--- src/include/pcr_pkg.sv ---
// Field layout, encodings and decode helpers for the capability registers
// How it works
// Cache/MMU register ignores all software writes
// Capacity equals ways times line times sets
// Line code zero means cache absent
// Bit 31 flags next register implemented
// TLB field holds entry count minus one
// L1 sets code: 64 shifted by code
// L1 line code: 0 none, 4..128 bytes
// L1 ways code: code plus one ways
// Coprocessor two bit: supported and attached
// Media bit: supported and element attached
// Perf counter bit reflects implementation
// Watch register bit reflects implementation
// Compression bit reflects implementation
// Debug port bit reflects implementation
// Float bit: supported and unit attached
// L3 custom bits writable, else zero
// L3 sets code: 64 doubled per step
// L3 line code: 0 none, 4..256 bytes
// Reserved geometry codes never presented; stable
package pcr_pkg;
  localparam logic [2:0] PCR_SEL_MMU = 3'h1;
  localparam logic [2:0] PCR_SEL_UPPER = 3'h2;
  localparam int PCR_MORE_BIT = 31;
  localparam int PCR_TLB_LSB = 25;
  localparam int PCR_TLB_W = 6;
  localparam int PCR_IS_LSB = 22;
  localparam int PCR_IL_LSB = 19;
  localparam int PCR_IA_LSB = 16;
  localparam int PCR_DS_LSB = 13;
  localparam int PCR_DL_LSB = 10;
  localparam int PCR_DA_LSB = 7;
  localparam int PCR_L1_W = 3;
  localparam int PCR_C2_BIT = 6;
  localparam int PCR_MD_BIT = 5;
  localparam int PCR_PC_BIT = 4;
  localparam int PCR_WR_BIT = 3;
  localparam int PCR_CA_BIT = 2;
  localparam int PCR_EP_BIT = 1;
  localparam int PCR_FP_BIT = 0;
  localparam int PCR_TU_LSB = 28;
  localparam int PCR_TU_W = 3;
  localparam int PCR_TS_LSB = 24;
  localparam int PCR_TL_LSB = 20;
  localparam int PCR_L3_W = 4;
  localparam logic [2:0] PCR_L1_SETS_MAX = 3'h6;
  localparam logic [2:0] PCR_L1_LINE_MAX = 3'h6;
  localparam logic [3:0] PCR_L3_SETS_MAX = 4'h7;
  localparam logic [3:0] PCR_L3_LINE_MAX = 4'h7;
  localparam logic [31:0] PCR_SETS_BASE = 32'h00000040;
  localparam logic [31:0] PCR_LINE_BASE = 32'h00000002;
  localparam logic [31:0] PCR_ZERO_WORD = 32'h00000000;
  localparam logic [2:0] PCR_TU_RESET = 3'h0;

  function automatic logic [31:0] pcr_sets(input logic [3:0] code);
    pcr_sets = PCR_SETS_BASE << code;
  endfunction : pcr_sets

  function automatic logic [31:0] pcr_line(input logic [3:0] code);
    pcr_line = (code == 4'h0) ? PCR_ZERO_WORD : (PCR_LINE_BASE << code);
  endfunction : pcr_line

  function automatic logic [31:0] pcr_ways(input logic [3:0] code);
    pcr_ways = {28'h0000000, code} + 32'h00000001;
  endfunction : pcr_ways
endpackage : pcr_pkg

--- src/logic/pcr_sync.sv ---
// Three-stage synchroniser with agreement filter for attach pins
`timescale 1ns/10ps
`default_nettype none
module pcr_sync #(
  parameter int W = 3
) (
  input wire logic i_clk,
  input wire logic i_reset,
  input wire logic [W-1:0] i_async,
  output logic [W-1:0] o_level
);
  logic [W-1:0] meta;
  logic [W-1:0] stage2;
  logic [W-1:0] stage3;
  logic [W-1:0] level;
  logic [W-1:0] next_level;

  always_comb begin
    next_level = level;
    for (int i = 0; i < W; i++) begin
      if (stage2[i] == stage3[i]) begin
        next_level[i] = stage3[i];
      end
    end
  end

  always_ff @(posedge i_clk) begin
    if (i_reset) begin
      meta <= '0;
      stage2 <= '0;
      stage3 <= '0;
      level <= '0;
    end else begin
      meta <= i_async;
      stage2 <= meta;
      stage3 <= stage2;
      level <= next_level;
    end
  end

  assign o_level = level;
endmodule : pcr_sync
`default_nettype wire

--- src/logic/pcr_geom.sv ---
// Cache capacity decode from sets, line and ways codes
`timescale 1ns/10ps
`default_nettype none
module pcr_geom
  import pcr_pkg::*;
(
  input wire logic [3:0] i_sets_code,
  input wire logic [3:0] i_line_code,
  input wire logic [3:0] i_ways_code,
  output logic [31:0] o_bytes,
  output logic o_present
);
  logic [31:0] sets_n;
  logic [31:0] line_n;
  logic [31:0] ways_n;

  always_comb begin
    sets_n = pcr_sets(i_sets_code);
    line_n = pcr_line(i_line_code);
    ways_n = pcr_ways(i_ways_code);
    o_bytes = ways_n * line_n * sets_n;
    o_present = (i_line_code != 4'h0);
  end
endmodule : pcr_geom
`default_nettype wire

--- src/logic/pcr_regs.sv ---
// Capability register bank with coprocessor-style read/write port
`timescale 1ns/10ps
`default_nettype none
module pcr_regs
  import pcr_pkg::*;
#(
  parameter logic [5:0] TLB_ENTRIES_M1 = 6'h3F,
  parameter logic [2:0] IC_SETS = 3'h2,
  parameter logic [2:0] IC_LINE = 3'h4,
  parameter logic [2:0] IC_WAYS = 3'h3,
  parameter logic [2:0] DC_SETS = 3'h2,
  parameter logic [2:0] DC_LINE = 3'h4,
  parameter logic [2:0] DC_WAYS = 3'h3,
  parameter logic [3:0] L3_SETS = 4'h0,
  parameter logic [3:0] L3_LINE = 4'h0,
  parameter logic L3_CUSTOM_IMPL = 1'b0,
  parameter logic HAS_UPPER = 1'b1,
  parameter logic HAS_THIRD = 1'b0,
  parameter logic COP2_SUPPORT = 1'b0,
  parameter logic MEDIA_SUPPORT = 1'b0,
  parameter logic PERF_IMPL = 1'b1,
  parameter logic WATCH_IMPL = 1'b1,
  parameter logic COMPRESS_IMPL = 1'b0,
  parameter logic DEBUG_IMPL = 1'b1,
  parameter logic FPU_SUPPORT = 1'b1
) (
  input wire logic I_CLK,
  input wire logic I_RESET,
  input wire logic [2:0] I_SEL,
  input wire logic I_RD_EN,
  input wire logic I_WR_EN,
  input wire logic [31:0] I_WR_DATA,
  input wire logic I_COP2_ATTACHED,
  input wire logic I_MEDIA_ATTACHED,
  input wire logic I_FPU_ATTACHED,
  output logic [31:0] O_RD_DATA,
  output logic O_RD_VALID,
  output logic [31:0] O_ICACHE_BYTES,
  output logic [31:0] O_DCACHE_BYTES,
  output logic [31:0] O_L3_BYTES,
  output logic [2:0] O_L3_CUSTOM
);
  // Reserved codes fall back to a legal value
  function automatic logic [2:0] clamp_l1(input logic [2:0] code, input logic [2:0] max);
    clamp_l1 = (code > max) ? max : code;
  endfunction : clamp_l1

  function automatic logic [3:0] clamp_l3(input logic [3:0] code, input logic [3:0] max);
    clamp_l3 = (code > max) ? max : code;
  endfunction : clamp_l3

  logic [2:0] attached;
  logic cop2_att;
  logic media_att;
  logic fpu_att;

  logic [31:0] mmu_cap;
  logic [31:0] next_mmu_cap;
  logic [31:0] upper_cap;
  logic [31:0] next_upper_cap;
  logic [2:0] l3_custom;
  logic [2:0] next_l3_custom;

  logic [31:0] rd_data;
  logic [31:0] next_rd_data;
  logic rd_valid;
  logic next_rd_valid;

  logic [31:0] ic_bytes;
  logic [31:0] dc_bytes;
  logic [31:0] l3_bytes;
  logic [31:0] ic_bytes_q;
  logic [31:0] dc_bytes_q;
  logic [31:0] l3_bytes_q;
  logic ic_present;
  logic dc_present;
  logic l3_present;

  logic [2:0] is_code;
  logic [2:0] il_code;
  logic [2:0] ds_code;
  logic [2:0] dl_code;
  logic [3:0] ts_code;
  logic [3:0] tl_code;

  pcr_sync #(
    .W(3)
  ) u_attach_sync (
    .i_clk(I_CLK),
    .i_reset(I_RESET),
    .i_async({I_COP2_ATTACHED, I_MEDIA_ATTACHED, I_FPU_ATTACHED}),
    .o_level(attached)
  );

  assign cop2_att = attached[2];
  assign media_att = attached[1];
  assign fpu_att = attached[0];

  // Geometry codes, reserved values never reach the register
  always_comb begin
    is_code = clamp_l1(IC_SETS, PCR_L1_SETS_MAX);
    il_code = clamp_l1(IC_LINE, PCR_L1_LINE_MAX);
    ds_code = clamp_l1(DC_SETS, PCR_L1_SETS_MAX);
    dl_code = clamp_l1(DC_LINE, PCR_L1_LINE_MAX);
    ts_code = clamp_l3(L3_SETS, PCR_L3_SETS_MAX);
    tl_code = clamp_l3(L3_LINE, PCR_L3_LINE_MAX);
  end

  pcr_geom u_icache (
    .i_sets_code({1'b0, mmu_cap[PCR_IS_LSB +: PCR_L1_W]}),
    .i_line_code({1'b0, mmu_cap[PCR_IL_LSB +: PCR_L1_W]}),
    .i_ways_code({1'b0, mmu_cap[PCR_IA_LSB +: PCR_L1_W]}),
    .o_bytes(ic_bytes),
    .o_present(ic_present)
  );

  pcr_geom u_dcache (
    .i_sets_code({1'b0, mmu_cap[PCR_DS_LSB +: PCR_L1_W]}),
    .i_line_code({1'b0, mmu_cap[PCR_DL_LSB +: PCR_L1_W]}),
    .i_ways_code({1'b0, mmu_cap[PCR_DA_LSB +: PCR_L1_W]}),
    .o_bytes(dc_bytes),
    .o_present(dc_present)
  );

  // Tertiary associativity lives outside this block: direct mapped assumed
  pcr_geom u_l3cache (
    .i_sets_code(upper_cap[PCR_TS_LSB +: PCR_L3_W]),
    .i_line_code(upper_cap[PCR_TL_LSB +: PCR_L3_W]),
    .i_ways_code(4'h0),
    .o_bytes(l3_bytes),
    .o_present(l3_present)
  );

  // Register contents
  always_comb begin
    next_mmu_cap = PCR_ZERO_WORD;
    next_mmu_cap[PCR_MORE_BIT] = HAS_UPPER;
    next_mmu_cap[PCR_TLB_LSB +: PCR_TLB_W] = TLB_ENTRIES_M1;
    next_mmu_cap[PCR_IS_LSB +: PCR_L1_W] = is_code;
    next_mmu_cap[PCR_IL_LSB +: PCR_L1_W] = il_code;
    next_mmu_cap[PCR_IA_LSB +: PCR_L1_W] = IC_WAYS;
    next_mmu_cap[PCR_DS_LSB +: PCR_L1_W] = ds_code;
    next_mmu_cap[PCR_DL_LSB +: PCR_L1_W] = dl_code;
    next_mmu_cap[PCR_DA_LSB +: PCR_L1_W] = DC_WAYS;
    next_mmu_cap[PCR_C2_BIT] = COP2_SUPPORT & cop2_att;
    next_mmu_cap[PCR_MD_BIT] = MEDIA_SUPPORT & media_att;
    next_mmu_cap[PCR_PC_BIT] = PERF_IMPL;
    next_mmu_cap[PCR_WR_BIT] = WATCH_IMPL;
    next_mmu_cap[PCR_CA_BIT] = COMPRESS_IMPL;
    next_mmu_cap[PCR_EP_BIT] = DEBUG_IMPL;
    next_mmu_cap[PCR_FP_BIT] = FPU_SUPPORT & fpu_att;
    next_l3_custom = l3_custom;
    if (I_WR_EN && I_SEL == PCR_SEL_UPPER) begin
      next_l3_custom = I_WR_DATA[PCR_TU_LSB +: PCR_TU_W];
    end
    if (!L3_CUSTOM_IMPL) begin
      next_l3_custom = PCR_TU_RESET;
    end
    next_upper_cap = PCR_ZERO_WORD;
    next_upper_cap[PCR_MORE_BIT] = HAS_THIRD;
    next_upper_cap[PCR_TU_LSB +: PCR_TU_W] = next_l3_custom;
    next_upper_cap[PCR_TS_LSB +: PCR_L3_W] = ts_code;
    next_upper_cap[PCR_TL_LSB +: PCR_L3_W] = tl_code;
  end

  // Read port: writes to the cache/MMU word are simply dropped
  always_comb begin
    next_rd_valid = I_RD_EN;
    next_rd_data = PCR_ZERO_WORD;
    if (I_RD_EN) begin
      unique case (I_SEL)
        PCR_SEL_MMU: next_rd_data = mmu_cap;
        PCR_SEL_UPPER: next_rd_data = upper_cap;
        default: next_rd_data = PCR_ZERO_WORD;
      endcase
    end
  end

  always_ff @(posedge I_CLK) begin
    if (I_RESET) begin
      mmu_cap <= PCR_ZERO_WORD;
      upper_cap <= PCR_ZERO_WORD;
      l3_custom <= PCR_TU_RESET;
      rd_data <= PCR_ZERO_WORD;
      rd_valid <= 1'b0;
      ic_bytes_q <= PCR_ZERO_WORD;
      dc_bytes_q <= PCR_ZERO_WORD;
      l3_bytes_q <= PCR_ZERO_WORD;
    end else begin
      mmu_cap <= next_mmu_cap;
      upper_cap <= next_upper_cap;
      l3_custom <= next_l3_custom;
      rd_data <= next_rd_data;
      rd_valid <= next_rd_valid;
      ic_bytes_q <= ic_present ? ic_bytes : PCR_ZERO_WORD;
      dc_bytes_q <= dc_present ? dc_bytes : PCR_ZERO_WORD;
      l3_bytes_q <= l3_present ? l3_bytes : PCR_ZERO_WORD;
    end
  end

  assign O_RD_DATA = rd_data;
  assign O_RD_VALID = rd_valid;
  assign O_ICACHE_BYTES = ic_bytes_q;
  assign O_DCACHE_BYTES = dc_bytes_q;
  assign O_L3_BYTES = l3_bytes_q;
  assign O_L3_CUSTOM = l3_custom;

  logic settled;
  always_ff @(posedge I_CLK) begin
    if (I_RESET) begin
      settled <= 1'b0;
    end else begin
      settled <= 1'b1;
    end
  end

  property p_ro_mmu;
    @(posedge I_CLK) disable iff (I_RESET)
    settled && I_WR_EN && I_SEL == PCR_SEL_MMU |=> $stable(mmu_cap[31:7]);
  endproperty
  a_ro_mmu: assert property (p_ro_mmu) else $error("write changed cache/MMU word");

  property p_capacity;
    @(posedge I_CLK) disable iff (I_RESET)
    settled ##1 1'b1 |-> O_ICACHE_BYTES == pcr_ways({1'b0, $past(mmu_cap[18:16])})
      * pcr_line({1'b0, $past(mmu_cap[21:19])}) * pcr_sets({1'b0, $past(mmu_cap[24:22])});
  endproperty
  a_capacity: assert property (p_capacity) else $error("icache capacity mismatch");

  property p_absent;
    @(posedge I_CLK) disable iff (I_RESET)
    settled && mmu_cap[PCR_DL_LSB +: PCR_L1_W] == 3'h0 |=> O_DCACHE_BYTES == 32'h00000000;
  endproperty
  a_absent: assert property (p_absent) else $error("absent dcache shows capacity");

  property p_chain;
    @(posedge I_CLK) disable iff (I_RESET)
    settled |-> mmu_cap[PCR_MORE_BIT] == HAS_UPPER && upper_cap[PCR_MORE_BIT] == HAS_THIRD;
  endproperty
  a_chain: assert property (p_chain) else $error("chain bit wrong");

  property p_no_reserved;
    @(posedge I_CLK) disable iff (I_RESET)
    settled |-> mmu_cap[24:22] != 3'h7 && mmu_cap[21:19] != 3'h7
      && mmu_cap[15:13] != 3'h7 && mmu_cap[12:10] != 3'h7
      && upper_cap[27:24] <= 4'h7 && upper_cap[23:20] <= 4'h7;
  endproperty
  a_no_reserved: assert property (p_no_reserved) else $error("reserved geometry code");

  property p_attach;
    @(posedge I_CLK) disable iff (I_RESET)
    settled |-> (!mmu_cap[PCR_C2_BIT] || COP2_SUPPORT) && (!mmu_cap[PCR_MD_BIT] || MEDIA_SUPPORT)
      && (!mmu_cap[PCR_FP_BIT] || FPU_SUPPORT);
  endproperty
  a_attach: assert property (p_attach) else $error("unit bit set without support");

  property p_custom_wr;
    @(posedge I_CLK) disable iff (I_RESET)
    I_WR_EN && I_SEL == PCR_SEL_UPPER |=>
      upper_cap[30:28] == (L3_CUSTOM_IMPL ? $past(I_WR_DATA[30:28]) : 3'h0);
  endproperty
  a_custom_wr: assert property (p_custom_wr) else $error("tertiary custom field wrong");

  property p_read;
    @(posedge I_CLK) disable iff (I_RESET)
    I_RD_EN && I_SEL == PCR_SEL_MMU |=> O_RD_VALID && O_RD_DATA == $past(mmu_cap);
  endproperty
  a_read: assert property (p_read) else $error("read data mismatch");

  property p_tlb;
    @(posedge I_CLK) disable iff (I_RESET)
    settled |-> mmu_cap[30:25] == TLB_ENTRIES_M1;
  endproperty
  a_tlb: assert property (p_tlb) else $error("tlb field wrong");

  property p_read_upper;
    @(posedge I_CLK) disable iff (I_RESET)
    I_RD_EN && I_SEL == PCR_SEL_UPPER |=> O_RD_VALID && O_RD_DATA == $past(upper_cap);
  endproperty
  a_read_upper: assert property (p_read_upper) else $error("upper read data mismatch");

  property p_idle;
    @(posedge I_CLK) disable iff (I_RESET)
    !I_RD_EN |=> !O_RD_VALID && O_RD_DATA == PCR_ZERO_WORD;
  endproperty
  a_idle: assert property (p_idle) else $error("read port active without request");

  property p_l3_capacity;
    @(posedge I_CLK) disable iff (I_RESET)
    settled |=> O_L3_BYTES == pcr_line($past(upper_cap[23:20])) * pcr_sets($past(upper_cap[27:24]));
  endproperty
  a_l3_capacity: assert property (p_l3_capacity) else $error("tertiary capacity mismatch");

  property p_custom_hold;
    @(posedge I_CLK) disable iff (I_RESET)
    settled && !(I_WR_EN && I_SEL == PCR_SEL_UPPER) |=> $stable(O_L3_CUSTOM);
  endproperty
  a_custom_hold: assert property (p_custom_hold) else $error("custom field moved without write");

  property p_stable;
    @(posedge I_CLK) disable iff (I_RESET)
    settled |=> $stable(mmu_cap[31:7]) && $stable(upper_cap[27:20]);
  endproperty
  a_stable: assert property (p_stable) else $error("preset fields moved");
endmodule : pcr_regs
`default_nettype wire

--- config.mk ---
export PLATFORM = sky130hd
export DESIGN_NAME = pcr_regs
export DESIGN_NICKNAME = d
export VERILOG_FILES = /design/src/include/pcr_pkg.sv /design/src/logic/pcr_sync.sv /design/src/logic/pcr_geom.sv /design/src/logic/pcr_regs.sv
export SDC_FILE = /design/constraint.sdc
export NUM_CORES = 1
export LEC_CHECK = 0
export ABC_AREA = 0
export BUFFER_PORTS_ARGS = -buffer_cell sky130_fd_sc_hd__clkbuf_2
export CORE_UTILIZATION = 29
export CTS_BUF_LIST = sky130_fd_sc_hd__clkbuf_2
export CTS_CLUSTER_DIAMETER = 150
export CTS_CLUSTER_SIZE = 24
export DETAILED_ROUTE_END_ITERATION = 7
export GPL_TIMING_DRIVEN = 0
export PLACE_DENSITY_LB_ADDON = 0.08
export SYNTH_ARGS = -nofsm -noshare
export SYNTH_HDL_FRONTEND = slang
export SYNTH_SLANG_ARGS = --single-unit
--- constraint.sdc ---
create_clock -name I_CLK -period 0.8 [get_ports I_CLK]
set_input_delay 0.12 -clock I_CLK [delete_from_list [all_inputs] [get_ports I_CLK]]
set_output_delay 0.12 -clock I_CLK [all_outputs]
set_load 0.01 [all_outputs]
==> flow_metrics.py, run 1 <==
metrics = {
    "power": {
        "p_comb_frac": 0.480,
        "powerDensity_nw_per_um2": 796,
        "swShare": 0.342,
        "switchingPower_w": 0.000530,
        "p_int_w": 0.00102,
        "p_clk_frac": 0.187,
        "peakVddDrop_v": 0.000771,
        "seqPwrFrac": 0.334,
        "leakagePower_nw": 1.32,
    },
    "setup_path": {
        "critPathArrivalTime_ns": 0.97,
        "criticalPathCategory": "reg -> out",
        "cp-startpoint": "O_RD_DATA[30]",
        "worstPathMaxFanout": 18,
        "r2r_setup_slack_ns": 0.12,
        "required_ns": 0.68,
        "reg2regPathDepth": 2,
        "endpoint": "O_RD_DATA[8]",
        "reg2reg_from": "u_attach_sync.o_level[0]",
        "start_kind": "register",
        "r2r_end": "u_attach_sync.o_level[0]",
        "crit_path_end_kind": "primary output",
    },
    "status": {
        "violations": "setup timing",
        "status": "finished, violations left",
    },
    "sta": {
        "fmax_mhz": 921,
        "rsz0062_at_grt": "true",
        "setup_viol_count_final": 22,
        "fin_worst_skew_ns": 0.000996,
        "final_hold_viol_count": 0,
        "period_minus_slack_ns": 1.09,
        "fin_ws_ns": -0.286,
        "finalCritPeriodShare": 1.36,
        "tns_ns": -5.13,
        "whs_ns": 0.0676,
        "drv_slew": 0,
    },
    "synth": {
        "synth_area_leader_cell": "buf_4",
        "synth_top_area_frac": 0.752,
        "synthCells": 153,
        "netlist_area_um2": 1280,
        "ys_top_cells_by_area": "buf_4 75%, dfxtp_1 16%, nor2b_1 2.9%",
        "yosysSeqAreaShare": 0.157,
        "syn_avg_cell_area_um2": 8.35,
        "synth_seq_cells": 10,
        "synth_cell_types": 11,
        "yosys_warnings": 0,
    },
    "floorplanning": {
        "dieHeight_um": 68.4,
        "io_pins": 174,
        "dieArea_um2": 4670,
        "core-area_um2": 4120,
        "die_width_um": 68.4,
        "start_util": 0.310,
        "core.rowCount": 23,
    },
    "cts": {
        "clk_pin_slew_ns": 0.10,
        "cts_buffers": 3,
        "clk_latency_ns": 0.25,
        "cts.sinks": 10,
        "htreeDepth": 1,
        "cts_tree": "built",
        "postCtsHoldBufs": 0,
        "cts_buffer_depth": 2,
        "cts-root-buf": "clkbuf_2",
    },
    "grt": {
        "grt_max_degree": 19,
        "grt_pass1_vias": 532,
        "grt_pass1_wl_mm": 2.52,
        "track_usage": 0.0733,
        "grt_antenna_before_repair": 0,
        "globalRoute.totalOverflow": 0,
    },
    "final_layout": {
        "fillers": 410,
        "num_antenna_cells": 0,
        "nNetsFinal": 336,
        "syn_to_final_growth_pct": 52.6,
        "drive_gt1_frac": 0.563,
    },
    "route": {
        "wl_mm": 2.00,
        "ant_nets": 0,
        "routed_via_density": 2.53,
        "firstDrtPassIters": 3,
        "drt-initial-drc-count": 4,
        "num_vias": 869,
        "detail_route.drc_violations": 0,
        "wl_per_cell_um": 5.84,
    },
    "worst_hold_path": {
        "whs_path_depth": 2,
        "hp-class": "in -> reg",
    },
    "job": {
        "maxCapViolCount": 0,
    },
    "placement": {
        "port_buffers": 27,
        "routabilityCongestion": 0.660,
    },
}
## per-layer routing
layer,part of all wire,vias up,track usage
li1,-,503,-
met1,0.26,291,0.0612
met2,0.56,73,0.148
met3,0.17,2,0.0383
met4,0.0030,0,0.0156
met5,0,-,0
## cell type report
| cell class | instances | area, µm² | area share |
|---|---|---|---|
| Clock buffer | 3 | 15.0 | 0.00770 |
| Inverter | 1 | 3.75 | 0.00193 |
| Sequential cell | 10 | 206 | 0.106 |
| Multi-Input combinational cell | 122 | 517 | 0.265 |
| Clock inverter | 1 | 3.75 | 0.00193 |
| Tap cell | 50 | 62.6 | 0.0321 |
| Timing Repair Buffer | 27 | 171 | 0.0879 |
| Buffer | 129 | 970 | 0.497 |
## cells in the mapped netlist
library cell  instances
nor3b_2               2
dfxtp_1              10
inv_1                 1
a21oi_1               1
buf_2                 1
nand4bb_4             1
buf_4               128
nor2b_1               6
nand2_1               1
o21ai_0               1
conb_1                1
## registers in the layout, summed over array words and instances (netlist names)
signal	flops
O_RD_DATA	2
mmu_cap	2
O_DCACHE_BYTES	1
O_RD_VALID	1
u_attach_sync.meta	1
u_attach_sync.o_level	1
u_attach_sync.stage2	1
u_attach_sync.stage3	1
## how the worst min path moves through the flow
| stage | slack, ns | from | to |
|---|---|---|---|
| 3_3_place_gp | 0.34 | I_FPU_ATTACHED | u_attach_sync.meta[0] |
| 2_1_floorplan | 0.25 | I_RD_EN | O_RD_VALID |
| 4_1_cts | 0.06 | I_FPU_ATTACHED | u_attach_sync.meta[0] |
| 6_report | 0.07 | I_FPU_ATTACHED | u_attach_sync.meta[0] |
| 3_5_place_dp | 0.34 | I_FPU_ATTACHED | u_attach_sync.meta[0] |
| 5_1_grt | 0.05 | I_FPU_ATTACHED | u_attach_sync.meta[0] |
## power by group through the flow
stage | sequential, W | combinational [W] | clock, W
2_1_floorplan | 0.000533 | 0.000668 | 0
3_3_place_gp | 0.000531 | 0.000708 | 0
3_5_place_dp | 0.000532 | 0.000707 | 0
4_1_cts | 0.000518 | 0.000714 | 0.000302
5_1_grt | 0.000521 | 0.000828 | 0.000337
6_report | 0.000518 | 0.000744 | 0.000290
## through the flow
step	cells	instance area, µm²	total power (W)	worst slack (ns)	utilization
6_report	343	1950	0.00155	-0.286	0.474
5_1_grt	343	1950	0.00169	-0.371	0.474
4_1_cts	343	1940	0.00153	-0.320	0.471
3_5_place_dp	339	1890	0.00124	-0.120	0.458
3_3_place_gp	339	1890	0.00124	-0.113	0.458
2_1_floorplan	262	1690	0.00120	0.0395	-
## cells in the final DEF, fill, tap and decap left out
cell         n
buf_4      131
conb_1     110
clkbuf_2    21
dfxtp_1      7
nor2b_1      6
buf_2        3
dfxtp_2      2
nor3b_2      2
buf_6        2
buf_8        2
dfxtp_4      1
nand4bb_4    1
nand2_1      1
o21ai_0      1
a21oi_1      1
inv_1        1
clkinv_1     1
## logic make-up after synthesis
| kind of cell | synth area share |
|---|---|
| buf+inv | 0.759 |
| flops | 0.157 |
| simple gates | 0.0735 |
| compound gates | 0.00783 |
| other cells | 0.00294 |
## critical path, cell delays in order (launching register included)
cell and delay (ns):
dfxtp_4 0.46, buf_4 0.13, clkbuf_2 0.12
## what timing repair did
item / 4_1_cts / 5_1_grt
cloned: 0 / 0
setup buffers: 0 / 0
endpoints found under the setup margin: 22 / 22
resized for setup: 9 / 7
Power figures use the tool's default switching activity.
==> run 2: changes to the inputs <==
CORE_AREA = 2 2 67 69   (was default)
CORE_UTILIZATION = default   (was 29)
DIE_AREA = 0 0 69 71   (was default)
SLEW_MARGIN = 20   (was default)
clock period = 1.1 ns   (was 0.8 ns; I/O delays follow)
==> run 2 against run 1 <==
  * Cell count grew 1.7%
  * Clock power is 31% lower
  * First-iteration DRC count shrank 75%
  * Highest routed layer is now met3
  * Critical path depth rose by 1
  * Core utilization rose by 3.1 points
  * The flow still finishes with violations (setup timing)
  * Die area grew 4.8%
  * Via count grew 0.69%
  * Setup slack improved by 0.23 ns
  * Register-to-register slack better by 0.31 ns
  * Sequential share of layout area shrank 0.97 points
  * Power is 27% lower
  * Non-clock buffer count is 4 higher
==> flow_metrics.py, run 2 (synthesis results as in run 1) <==
metrics = {
    "power": {
        "p_clk_frac": 0.179,
        "seqPwrFrac": 0.333,
        "p_comb_frac": 0.489,
        "switchingPower_w": 0.000378,
        "peakVddDrop_v": 0.000696,
        "leakagePower_nw": 1.37,
        "swShare": 0.335,
        "p_int_w": 0.000748,
        "total_power_w": 0.00113,
        "powerDensity_nw_per_um2": 531,
    },
    "grt": {
        "globalRoute.totalOverflow": 0,
        "grt_pass1_wl_mm": 3.02,
        "track_usage": 0.0748,
        "grt_antenna_before_repair": 0,
        "grt_pass1_vias": 587,
        "grt_max_degree": 19,
    },
    "route": {
        "routed_via_density": 2.51,
        "detail_route.drc_violations": 0,
        "num_vias": 875,
        "firstDrtPassIters": 2,
        "drt-initial-drc-count": 1,
        "ant_nets": 0,
        "wl_per_cell_um": 5.95,
        "wl_mm": 2.08,
    },
    "floorplanning": {
        "dieArea_um2": 4900,
        "core.rowCount": 24,
        "core-area_um2": 4200,
        "start_util": 0.304,
        "die_width_um": 69,
        "dieHeight_um": 71,
        "io_pins": 174,
    },
    "cts": {
        "clk_latency_ns": 0.25,
        "cts_buffers": 3,
        "cts_tree": "built",
        "cts.sinks": 10,
        "cts_buffer_depth": 2,
        "htreeDepth": 1,
        "postCtsHoldBufs": 0,
        "clk_pin_slew_ns": 0.10,
        "cts-root-buf": "clkbuf_2",
    },
    "final_layout": {
        "final_cell_mix": "113 x buf_4, 110 x conb_1, 35 x buf_6, 12 x clkbuf_2, 9 x dfxtp_1",
        "num_antenna_cells": 0,
        "syn_to_final_growth_pct": 66.0,
        "fin_cells": 349,
        "fillers": 409,
        "drive_gt1_frac": 0.562,
        "nNetsFinal": 340,
        "layout_commonest_cell": "buf_4",
        "design_area_um2": 2120,
    },
    "placement": {
        "routabilityCongestion": 0.708,
        "post-place-cells": 341,
        "placed_area_um2": 1890,
        "port_buffers": 27,
    },
    "setup_path": {
        "worstPathMaxFanout": 4,
        "cp_slowest_stage_delay_ns": 0.38,
        "required_ns": 0.94,
        "crit_path_end_kind": "primary output",
        "crit_family": "flip-flops",
        "crit_buf_inv": 3,
        "start_kind": "register",
        "critPathArrivalTime_ns": 0.99,
        "slowest_stage": "dfxtp_4",
        "crit_chain": "buf_6 > buf_4 > buf_6",
        "cp_common_cell": "buf_6",
        "criticalPathCategory": "reg -> out",
    },
    "sta": {
        "period_minus_slack_ns": 1.15,
        "tns_ns": -0.743,
        "rsz0062_at_grt": "true",
        "fin_ws_ns": -0.0524,
        "finalCritPeriodShare": 1.05,
        "setup_viol_count_final": 17,
        "fin_worst_skew_ns": 0.00859,
        "final_hold_viol_count": 0,
        "drv_slew": 0,
        "fmax_mhz": 868,
    },
    "worst_hold_path": {
        "hp-class": "in -> reg",
    },
    "status": {
        "violations": "setup timing",
        "status": "finished, violations left",
    },
    "job": {
        "maxCapViolCount": 0,
    },
}
## run 2: cell types whose count changed in the layout (fill, tap and decap cells not counted)
cell      before  now
buf_8          2    1
clkbuf_2      21   12
dfxtp_2        2    0
buf_4        131  113
buf_2          3    2
dfxtp_1        7    9
buf_6          2   35
## run 2: timing repair
action / in CTS / in global routing
gates cloned: 0 / 1
hold endpoints to repair: 0 / 0
buffers inserted: 0 / 3
gates resized for setup: 2 / 58
endpoints found under the setup margin: 18 / 18
## run 2: final cells by class
type                       instances  area [µm²]  area share
buffer                           129        1020       0.482
multi-input combinational        122         517       0.244
timing repair buffer              31         290       0.137
sequential                        10         204      0.0962
tap                               52        65.1      0.0307
clock buffer                       3        15.0     0.00708
clock inverter                     1        3.75     0.00177
inverter                           1        3.75     0.00177
## run 2: power by group through the flow
stage | clock [W] | sequential (W) | combinational (W)
after floorplan | 0 | 0.000387 | 0.000486
after global placement | 0 | 0.000386 | 0.000515
after detailed placement | 0 | 0.000386 | 0.000515
after CTS | 0.000215 | 0.000376 | 0.000515
after global routing | 0.000246 | 0.000377 | 0.000600
final | 0.000201 | 0.000375 | 0.000550
## run 2: worst reg2reg max path, stage by stage, from the launching register on
cell and delay (ns):
dfxtp_1 0.33, o21ai_0 0.16, a21oi_1 0.08
## run 2: worst paths after layout
kind,from,to,slack [ns],cells after the start
worst max-delay path,O_RD_DATA[30],O_RD_DATA[28],-0.05,3
worst min register to register,u_attach_sync.meta[0],u_attach_sync.stage2[0],0.45,1
worst max register to register,u_attach_sync.o_level[0],u_attach_sync.o_level[0],0.43,2
worst min-delay path,I_FPU_ATTACHED,u_attach_sync.meta[0],0.13,2
## run 2: layer usage
metal,share of wire,vias to the layer above,GRT usage
li1,-,511,-
met1,0.25,300,0.0784
met2,0.58,64,0.132
met3,0.16,0,0.0427
met4,0,0,0.0131
met5,0,-,0
## run 2: through the flow
step	worst slack, ns	hold WS (ns)	utilization
after floorplan	0.118	0.293	-
after global placement	-0.0483	0.385	0.449
after detailed placement	-0.0601	0.385	0.449
after CTS	-0.0604	0.114	0.454
after global routing	-0.130	0.0907	0.504
final	-0.0524	0.126	0.504
